File: config.mk
export PLATFORM = sky130hd
export DESIGN_NAME = calibration_info_page
export DESIGN_NICKNAME = d
export VERILOG_FILES = /design/src/cal_info_pkg.sv /design/src/info_page_array.sv /design/src/page_window.sv /design/src/calibration_info_page.sv
export SDC_FILE = /design/constraint.sdc
export NUM_CORES = 1
export LEC_CHECK = 0
export BUFFER_PORTS_ARGS = -buffer_cell sky130_fd_sc_hd__buf_2
export CAP_MARGIN = 0
export CORE_MARGIN = 5
export CORE_UTILIZATION = 56
export DETAILED_ROUTE_END_ITERATION = 8
export HOLD_SLACK_MARGIN = 0.03
export PLACE_DENSITY = 0.75
export SLEW_MARGIN = 40
export SYNTH_ARGS = -nofsm -noshare
export SYNTH_HDL_FRONTEND = slang
export SYNTH_HIERARCHICAL = 1
export SYNTH_SLANG_ARGS = --single-unit
File: constraint.sdc
create_clock -name pclk -period 2.67 [get_ports pclk]
set_input_delay 0.534 -clock pclk [delete_from_list [all_inputs] [get_ports pclk]]
set_output_delay 0.534 -clock pclk [all_outputs]
set_load 0.01 [all_outputs]
File: src/cal_info_pkg.sv
package cal_info_pkg;

    // information page geometry
    localparam int unsigned PAGE_BYTES = 128;
    localparam int unsigned PAGE_AW    = 7;

    // page locations of the factory bytes
    localparam logic [6:0] IDX_SERIAL_BYTE3   = 7'h1c;
    localparam logic [6:0] IDX_SERIAL_BYTE2   = 7'h1d;
    localparam logic [6:0] IDX_SERIAL_BYTE1   = 7'h1e;
    localparam logic [6:0] IDX_SERIAL_BYTE0   = 7'h1f;
    localparam logic [6:0] IDX_TEMP_CAL_HIGH  = 7'h3a;
    localparam logic [6:0] IDX_TEMP_CAL_LOW   = 7'h3b;
    localparam logic [6:0] IDX_WDOG_CAL_HIGH  = 7'h7e;
    localparam logic [6:0] IDX_WDOG_CAL_LOW   = 7'h7f;

    // block registers beyond the page, as word indexes
    localparam logic [7:0] IDX_CTRL   = 8'h80;
    localparam logic [7:0] IDX_STATUS = 8'h81;

    // control and status fields
    localparam logic [7:0] CTRL_RESET      = 8'h00;
    localparam int unsigned CTRL_WR_EN_BIT = 0;
    localparam int unsigned STAT_ERR_BIT   = 0;
    localparam int unsigned STAT_WREN_BIT  = 1;
    localparam int unsigned STAT_CNT_LSB   = 8;

    // processor window: memory address = base plus page offset
    localparam logic [8:0] WINDOW_BASE_HI = 9'h1fc;

    // value software puts in the upper reload byte
    localparam logic [7:0] WDOG_UPPER_VAL = 8'h00;

    typedef logic [PAGE_BYTES-1:0][7:0] page_t;

    typedef struct packed {
        logic [31:0] serial_number;
        logic [11:0] temp_offset_cal;
        logic [7:0]  wdog_reload_upper;
        logic [7:0]  wdog_reload_high;
        logic [7:0]  wdog_reload_low;
    } cal_values_t;

    // word index lies inside the information page
    function automatic logic page_hit(input logic [7:0] idx);
        return idx[7] == 1'b0;
    endfunction

    // memory address falls in the information page window
    function automatic logic window_hit(input logic [15:0] addr);
        return addr[15:7] == WINDOW_BASE_HI;
    endfunction

endpackage

File: src/info_page_array.sv
module info_page_array
    import cal_info_pkg::*;
(
    // clock
    input  wire logic               clk,
    // write port
    input  wire logic               wr_en,
    input  wire logic [PAGE_AW-1:0] wr_idx,
    input  wire logic [7:0]         wr_data,
    // whole page, held in flops
    output page_t                   page
);

    logic [7:0] mem [PAGE_BYTES];

    // no reset: contents survive every reset
    always_ff @(posedge clk) begin
        if (wr_en) begin
            mem[wr_idx] <= wr_data;
        end
    end

    always_comb begin
        for (int i = 0; i < PAGE_BYTES; i++) begin
            page[i] = mem[i];
        end
    end

endmodule // info_page_array

File: src/page_window.sv
module page_window
    import cal_info_pkg::*;
(
    // clock and reset
    input  wire logic        clk,
    input  wire logic        rst_n,
    // processor byte read
    input  wire logic        rd_en,
    input  wire logic [15:0] rd_addr,
    output logic      [7:0]  rd_data,
    output logic             rd_valid,
    output logic             rd_hit,
    // page contents
    input  wire page_t       page
);

    logic [7:0] data_reg;
    logic [7:0] data_next;
    logic       valid_reg;
    logic       valid_next;
    logic       hit_reg;
    logic       hit_next;

    // pure read, the page is never touched here
    always_comb begin
        valid_next = rd_en;
        hit_next   = rd_en & window_hit(rd_addr);
        data_next  = data_reg;
        if (rd_en) begin
            // byte at base plus offset
            data_next = window_hit(rd_addr)
                      ? page[rd_addr[PAGE_AW-1:0]] : 8'h00;
        end
    end

    always_ff @(posedge clk or negedge rst_n) begin
        if (!rst_n) begin
            data_reg  <= 8'h00;
            valid_reg <= 1'b0;
            hit_reg   <= 1'b0;
        end else begin
            data_reg  <= data_next;
            valid_reg <= valid_next;
            hit_reg   <= hit_next;
        end
    end

    assign rd_data  = data_reg;
    assign rd_valid = valid_reg;
    assign rd_hit   = hit_reg;

endmodule // page_window

File: src/calibration_info_page.sv
// Summary of operation
// - the 12-bit temperature offset is the low nibble of the high byte joined to the low byte.
// - temperature high byte sits at page offset 3a, low byte at 3b.
// - no reset clears a stored calibration or serial byte; reset zeroes the cal_values copy and the prdata and cpu_rd_data read registers.
// - watchdog calibration high byte sits at 7e, low byte at 7f.
// - those reload bytes give the watchdog a one second timeout.
// - a four-byte serial number sits at page offsets 1c to 1f.
// - serial bytes run most significant first, memory address fe00+offset.
//
// Implementation choice: register access over APB.
module calibration_info_page
    import cal_info_pkg::*;
(
    // clock and reset
    input  wire logic        pclk,
    input  wire logic        presetn,

    // apb slave
    input  wire logic        psel,
    input  wire logic        penable,
    input  wire logic        pwrite,
    input  wire logic [11:0] paddr,
    input  wire logic [31:0] pwdata,
    input  wire logic [3:0]  pstrb,
    output logic      [31:0] prdata,
    output logic             pready,
    output logic             pslverr,

    // processor byte window
    input  wire logic        cpu_rd_en,
    input  wire logic [15:0] cpu_addr,
    output logic      [7:0]  cpu_rd_data,
    output logic             cpu_rd_valid,
    output logic             cpu_rd_hit,

    // calibration values for the sensor and watchdog
    output cal_values_t      cal_values
);

    typedef enum logic [0:0] {
        ST_IDLE   = 1'b0,
        ST_ACCESS = 1'b1
    } apb_state_t;

    // bus state
    apb_state_t  state_reg;
    apb_state_t  state_next;
    logic [31:0] rdata_reg;
    logic [31:0] rdata_next;
    logic        err_reg;
    logic        err_next;

    // control and status
    logic [7:0]  ctrl_reg;
    logic [7:0]  ctrl_next;
    logic [7:0]  wr_count_reg;
    logic [7:0]  wr_count_next;
    logic        last_err_reg;
    logic        last_err_next;

    // calibration outputs
    cal_values_t cal_reg;
    cal_values_t cal_next;

    // page
    page_t       page;
    logic        page_wr;

    // decode of the current address
    logic [7:0]  idx;
    logic        setup;
    logic        access;
    logic        aligned;
    logic        in_page;
    logic        is_ctrl;
    logic        is_status;
    logic        mapped;
    logic        wr_allowed;
    logic        setup_err;
    logic [31:0] status_word;
    logic        do_write;

    assign idx     = paddr[9:2];
    assign setup   = psel & ~penable;
    assign access  = psel & penable;
    assign aligned = (paddr[1:0] == 2'b00) & (paddr[11:10] == 2'b00);

    assign in_page   = aligned & page_hit(idx);
    assign is_ctrl   = aligned & (idx == IDX_CTRL);
    assign is_status = aligned & (idx == IDX_STATUS);
    assign mapped    = in_page | is_ctrl | is_status;

    // page bytes take writes only while software has opened them
    assign wr_allowed = is_ctrl
                      | (in_page & ctrl_reg[CTRL_WR_EN_BIT]);

    always_comb begin
        setup_err = ~mapped;
        if (pwrite && !wr_allowed) begin
            setup_err = 1'b1;
        end
    end

    always_comb begin
        status_word = 32'h0000_0000;
        status_word[STAT_ERR_BIT]  = last_err_reg;
        status_word[STAT_WREN_BIT] = ctrl_reg[CTRL_WR_EN_BIT];
        status_word[STAT_CNT_LSB +: 8] = wr_count_reg;
    end

    // the write lands on the access edge, and only there
    assign do_write = access & pwrite & ~err_reg;
    assign page_wr  = do_write & in_page & pstrb[0];

    // ----- bus handshake -----
    always_comb begin
        state_next = state_reg;
        rdata_next = rdata_reg;
        err_next   = err_reg;
        unique case (state_reg)
            ST_IDLE: begin
                if (setup) begin
                    state_next = ST_ACCESS;
                    err_next   = setup_err;
                    rdata_next = 32'h0000_0000;
                    if (!pwrite && in_page) begin
                        // read leaves the byte as it is
                        rdata_next = {24'h00_0000, page[idx[6:0]]};
                    end else if (!pwrite && is_ctrl) begin
                        rdata_next = {24'h00_0000, ctrl_reg};
                    end else if (!pwrite && is_status) begin
                        rdata_next = status_word;
                    end
                end
            end
            ST_ACCESS: begin
                // zero wait states: the access ends on its first edge
                state_next = ST_IDLE;
                if (!access) begin
                    err_next = 1'b0;
                end
            end
        endcase
    end

    always_ff @(posedge pclk or negedge presetn) begin
        if (!presetn) begin
            state_reg <= ST_IDLE;
            rdata_reg <= 32'h0000_0000;
            err_reg   <= 1'b0;
        end else begin
            state_reg <= state_next;
            rdata_reg <= rdata_next;
            err_reg   <= err_next;
        end
    end

    assign prdata  = rdata_reg;
    assign pready  = access;
    assign pslverr = access & err_reg;

    // ----- control and status -----
    always_comb begin
        ctrl_next     = ctrl_reg;
        wr_count_next = wr_count_reg;
        last_err_next = last_err_reg;
        if (access) begin
            last_err_next = err_reg;
        end
        if (do_write && is_ctrl && pstrb[0]) begin
            ctrl_next = pwdata[7:0];
        end
        if (page_wr) begin
            wr_count_next = wr_count_reg + 8'h01;
        end
    end

    always_ff @(posedge pclk or negedge presetn) begin
        if (!presetn) begin
            ctrl_reg     <= CTRL_RESET;
            wr_count_reg <= 8'h00;
            last_err_reg <= 1'b0;
        end else begin
            ctrl_reg     <= ctrl_next;
            wr_count_reg <= wr_count_next;
            last_err_reg <= last_err_next;
        end
    end

    // ----- calibration values -----
    always_comb begin
        cal_next = cal_reg;
        // most significant byte at the lowest offset
        cal_next.serial_number = {
            page[IDX_SERIAL_BYTE3],
            page[IDX_SERIAL_BYTE2],
            page[IDX_SERIAL_BYTE1],
            page[IDX_SERIAL_BYTE0]
        };
        // low nibble of the high byte over the low byte
        cal_next.temp_offset_cal = {
            page[IDX_TEMP_CAL_HIGH][3:0],
            page[IDX_TEMP_CAL_LOW]
        };
        // reload triple for a one second timeout
        cal_next.wdog_reload_upper = WDOG_UPPER_VAL;
        cal_next.wdog_reload_high  = page[IDX_WDOG_CAL_HIGH];
        cal_next.wdog_reload_low   = page[IDX_WDOG_CAL_LOW];
    end

    // output copy only; the page itself never sees the reset
    always_ff @(posedge pclk or negedge presetn) begin
        if (!presetn) begin
            cal_reg <= '0;
        end else begin
            cal_reg <= cal_next;
        end
    end

    assign cal_values = cal_reg;

    // ----- storage and processor window -----
    info_page_array u_array (
        .clk     (pclk),
        .wr_en   (page_wr),
        .wr_idx  (idx[6:0]),
        .wr_data (pwdata[7:0]),
        .page    (page)
    );

    page_window u_window (
        .clk      (pclk),
        .rst_n    (presetn),
        .rd_en    (cpu_rd_en),
        .rd_addr  (cpu_addr),
        .rd_data  (cpu_rd_data),
        .rd_valid (cpu_rd_valid),
        .rd_hit   (cpu_rd_hit),
        .page     (page)
    );

endmodule // calibration_info_page

==> results.toml <==
[status]
status = "complete, no violations"

[global_routing]
grt_usage = 0.326
antenna_found_initial = 7
grt_pass1_wl_mm = 233
grt_overflow = 0
grt_max_degree = 130
grt_pass1_vias = 33400

[job]
max-cap-violations = 0

[floorplanning]
die_w_um = 315
die_area_sq_mm = 0.0990
initial_core_util = 0.565
num_io_pins = 182
die_h_um = 315
core_area_sq_mm = 0.0919
rows = 111

[cts]
clk-insertion-delay-late_ns = 0.72
htreeDepth = 3
clock-root-buffer = "clkbuf_16"
cts_sinks = 1129
cts_inserted_buffers = 114
clkSlewWorstSetupHoldPaths_ns = 0.06
clock_path_buffers = 3
cts_tree = "yes"

[sta]
max_freq_mhz = 400
fin_crit_sh = 0.936
relSlewSlack = 0.477
drv_slew = 0
fin_skew_ns = 0.0234
rsz0062_at_grt = "false"
setup_viol = 0
fin_crit_ns = 2.50
worstMarginPinSlew_ns = 0.784
finalHoldViolCount = 0

[critical_path]
reg2reg_from = "err_reg$_DFFE_PN0P_"
r2r-end = "u_array/mem[22][1]$_DFFE_PP_"
critical_path_class = "input pin to register"
r2r_cells = 7
rrSetupSlack_ns = 0.23
startpoint_type = "input pin"
path_max_fanout = 32
cp_data_arrival_time_ns = 3.10
endpoint_kind = "register"
cp.required_ns = 3.28

[layout]
layout_commonest_cell = "edfxtp_1"
fin_area_sq_mm = 0.0620
postLayoutCoreUtil = 0.674
most-common-layout-cells = "edfxtp_1 (1,024), buf_4 (468), mux4_2 (463), mux2i_1 (153), clkbuf_16 (117)"
final_cells = 4692
nets = 3416
drive_gt1_frac = 0.410
n_fill_cell = 5843
area_growth_pct = 19.3
largest_reg_flops = 1024
top_register = "u_array/mem"

[logic_synthesis]
syn_area_sq_mm = 0.0520
async_flop_share = 0.0930
ys_seq_elements = 1129
synth-warning-count = 6
synth.avg_cell_area_sq_um = 18.8
synth_edf_count = 1024
postSynthCellCount = 2771
ys_seq_area_frac = 0.642
synth_ff_type = "edfxtp_1"
synth_cell_types = 74

[power_and_ir_drop]
swShare = 0.226
powerDensity_mw_per_mm2 = 629
p_comb_frac = 0.084
p_sw_mw = 8.83
p_int_mw = 30.2
irDropWorstVdd_v = 0.000633
p_leak_nw = 21.4
seq_power_share = 0.494
clkPwrFrac = 0.422

[detailed_routing]
drc = 0
drt-total-wl_mm = 161
first_pass_iters = 8
post_drt_wl_per_cell_um = 34.2
avgViaCountPerCell = 7.03
ant_nets = 0
via_count = 33000
drt_iter0_markers = 4803

[hold_path]
min_to = "err_reg$_DFFE_PN0P_"
holdCritStartpoint = "psel"
hold_class = "input pin to register"
whs_path_depth = 3

[placed_design]
dp_cells = 4471
placed_area_sq_mm = 0.0581
port_buffers = 130
hpwl_mm = 111
place.gp.congestion = 0.972
[logic make-up after synthesis]
logic type / share of synthesized area
compound gates: 0.0447
xor+xnor: 0.00118
fa+ha+maj: 0.000241
buf+inv: 0.0301
flops: 0.642
mux: 0.241
other cells: 0.0000722
simple gates: 0.0400
[what timing repair did]
item,4_1_cts,5_1_grt
setup buffers,0,0
hold buffers,1,0
endpoints found under the setup margin,0,1
endpoints found under the hold margin,105,0
gates resized for setup,0,1
[critical path, cell delays in order]
cell and delay (ns):
buf_8 0.28, buf_12 0.31, buf_12 0.23, mux4_2 0.52
a22oi_1 0.21, o2111ai_1 0.20, o21ai_1 0.36, a22oi_1 0.11
a221o_1 0.27
[stage by stage]
stage / setup slack, ns / hold slack, ns / total power [mW] / TNS (ns)
floorplan: -0.183 / 0.238 / 21.4 / -78.22
global placement: -0.599 / 0.374 / 22.8 / -7.22
detailed placement: -0.549 / 0.386 / 22.8 / -8.69
CTS: 0.117 / 0.141 / 39.0 / 0
global route: 0.102 / 0.164 / 40.0 / 0
finish: 0.171 / 0.176 / 39.0 / 0
[Yosys cell counts (all sizes together), types with 31 or more instances]
cell type     n  area [sq um]
dfrtp       105          2630
mux2i       153          1530
mux2         31           349
clkbuf       66           248
a21oi        32           160
a22oi        89           668
nand2        66           248
mux4        472         10700
o22ai        54           338
nor2        157           592
nand3        44           220
buf         173          1280
edfxtp     1024         30700
[power groups by stage]
stage                     registers (mW)  clock network, mW  logic, mW
final                               19.3               16.4       3.27
after global routing                19.3               17.4       3.38
after CTS                           19.3               16.5       3.21
after detailed placement            19.7                  0       3.19
after global placement              19.7                  0       3.12
after floorplan                     19.7                  0       1.70
[layout make-up]
class | instances | area [sq um] | share of cell area
Sequential cell | 1129 | 33400 | 0.538
Inverter | 9 | 33.8 | 0.000545
Clock buffer | 155 | 3210 | 0.0518
Tap cell | 1243 | 1560 | 0.0251
Timing Repair Buffer | 674 | 5870 | 0.0946
Clock inverter | 62 | 639 | 0.0103
Multi-Input combinational cell | 1417 | 17300 | 0.279
Antenna cell | 3 | 7.51 | 0.000121
[how the worst max path moves through the flow]
stage / from / endpoint / slack, ns / cells past startpoint
6_report: paddr[2] / prdata[5]$_DFFE_PN0P_ / 0.17 / 9
5_1_grt: paddr[2] / prdata[5]$_DFFE_PN0P_ / 0.10 / 9
4_1_cts: paddr[2] / prdata[2]$_DFFE_PN0P_ / 0.12 / 10
3_5_place_dp: paddr[2] / prdata[2]$_DFFE_PN0P_ / -0.55 / 10
3_3_place_gp: paddr[2] / prdata[2]$_DFFE_PN0P_ / -0.60 / 10
2_1_floorplan: paddr[11] / u_array/mem[88][0]$_DFFE_PP_ / -0.18 / 8
[layer usage]
metal	routed length (um)	share of wire	vias to the layer above	track usage
met1	54600	0.34	17000	0.439
met2	74100	0.46	2660	0.502
met5	40	0.00025	-	0
li1	-	-	12900	-
met3	23000	0.14	481	0.0980
met4	8830	0.055	8	0.139
(Power assumes the default switching activity.)
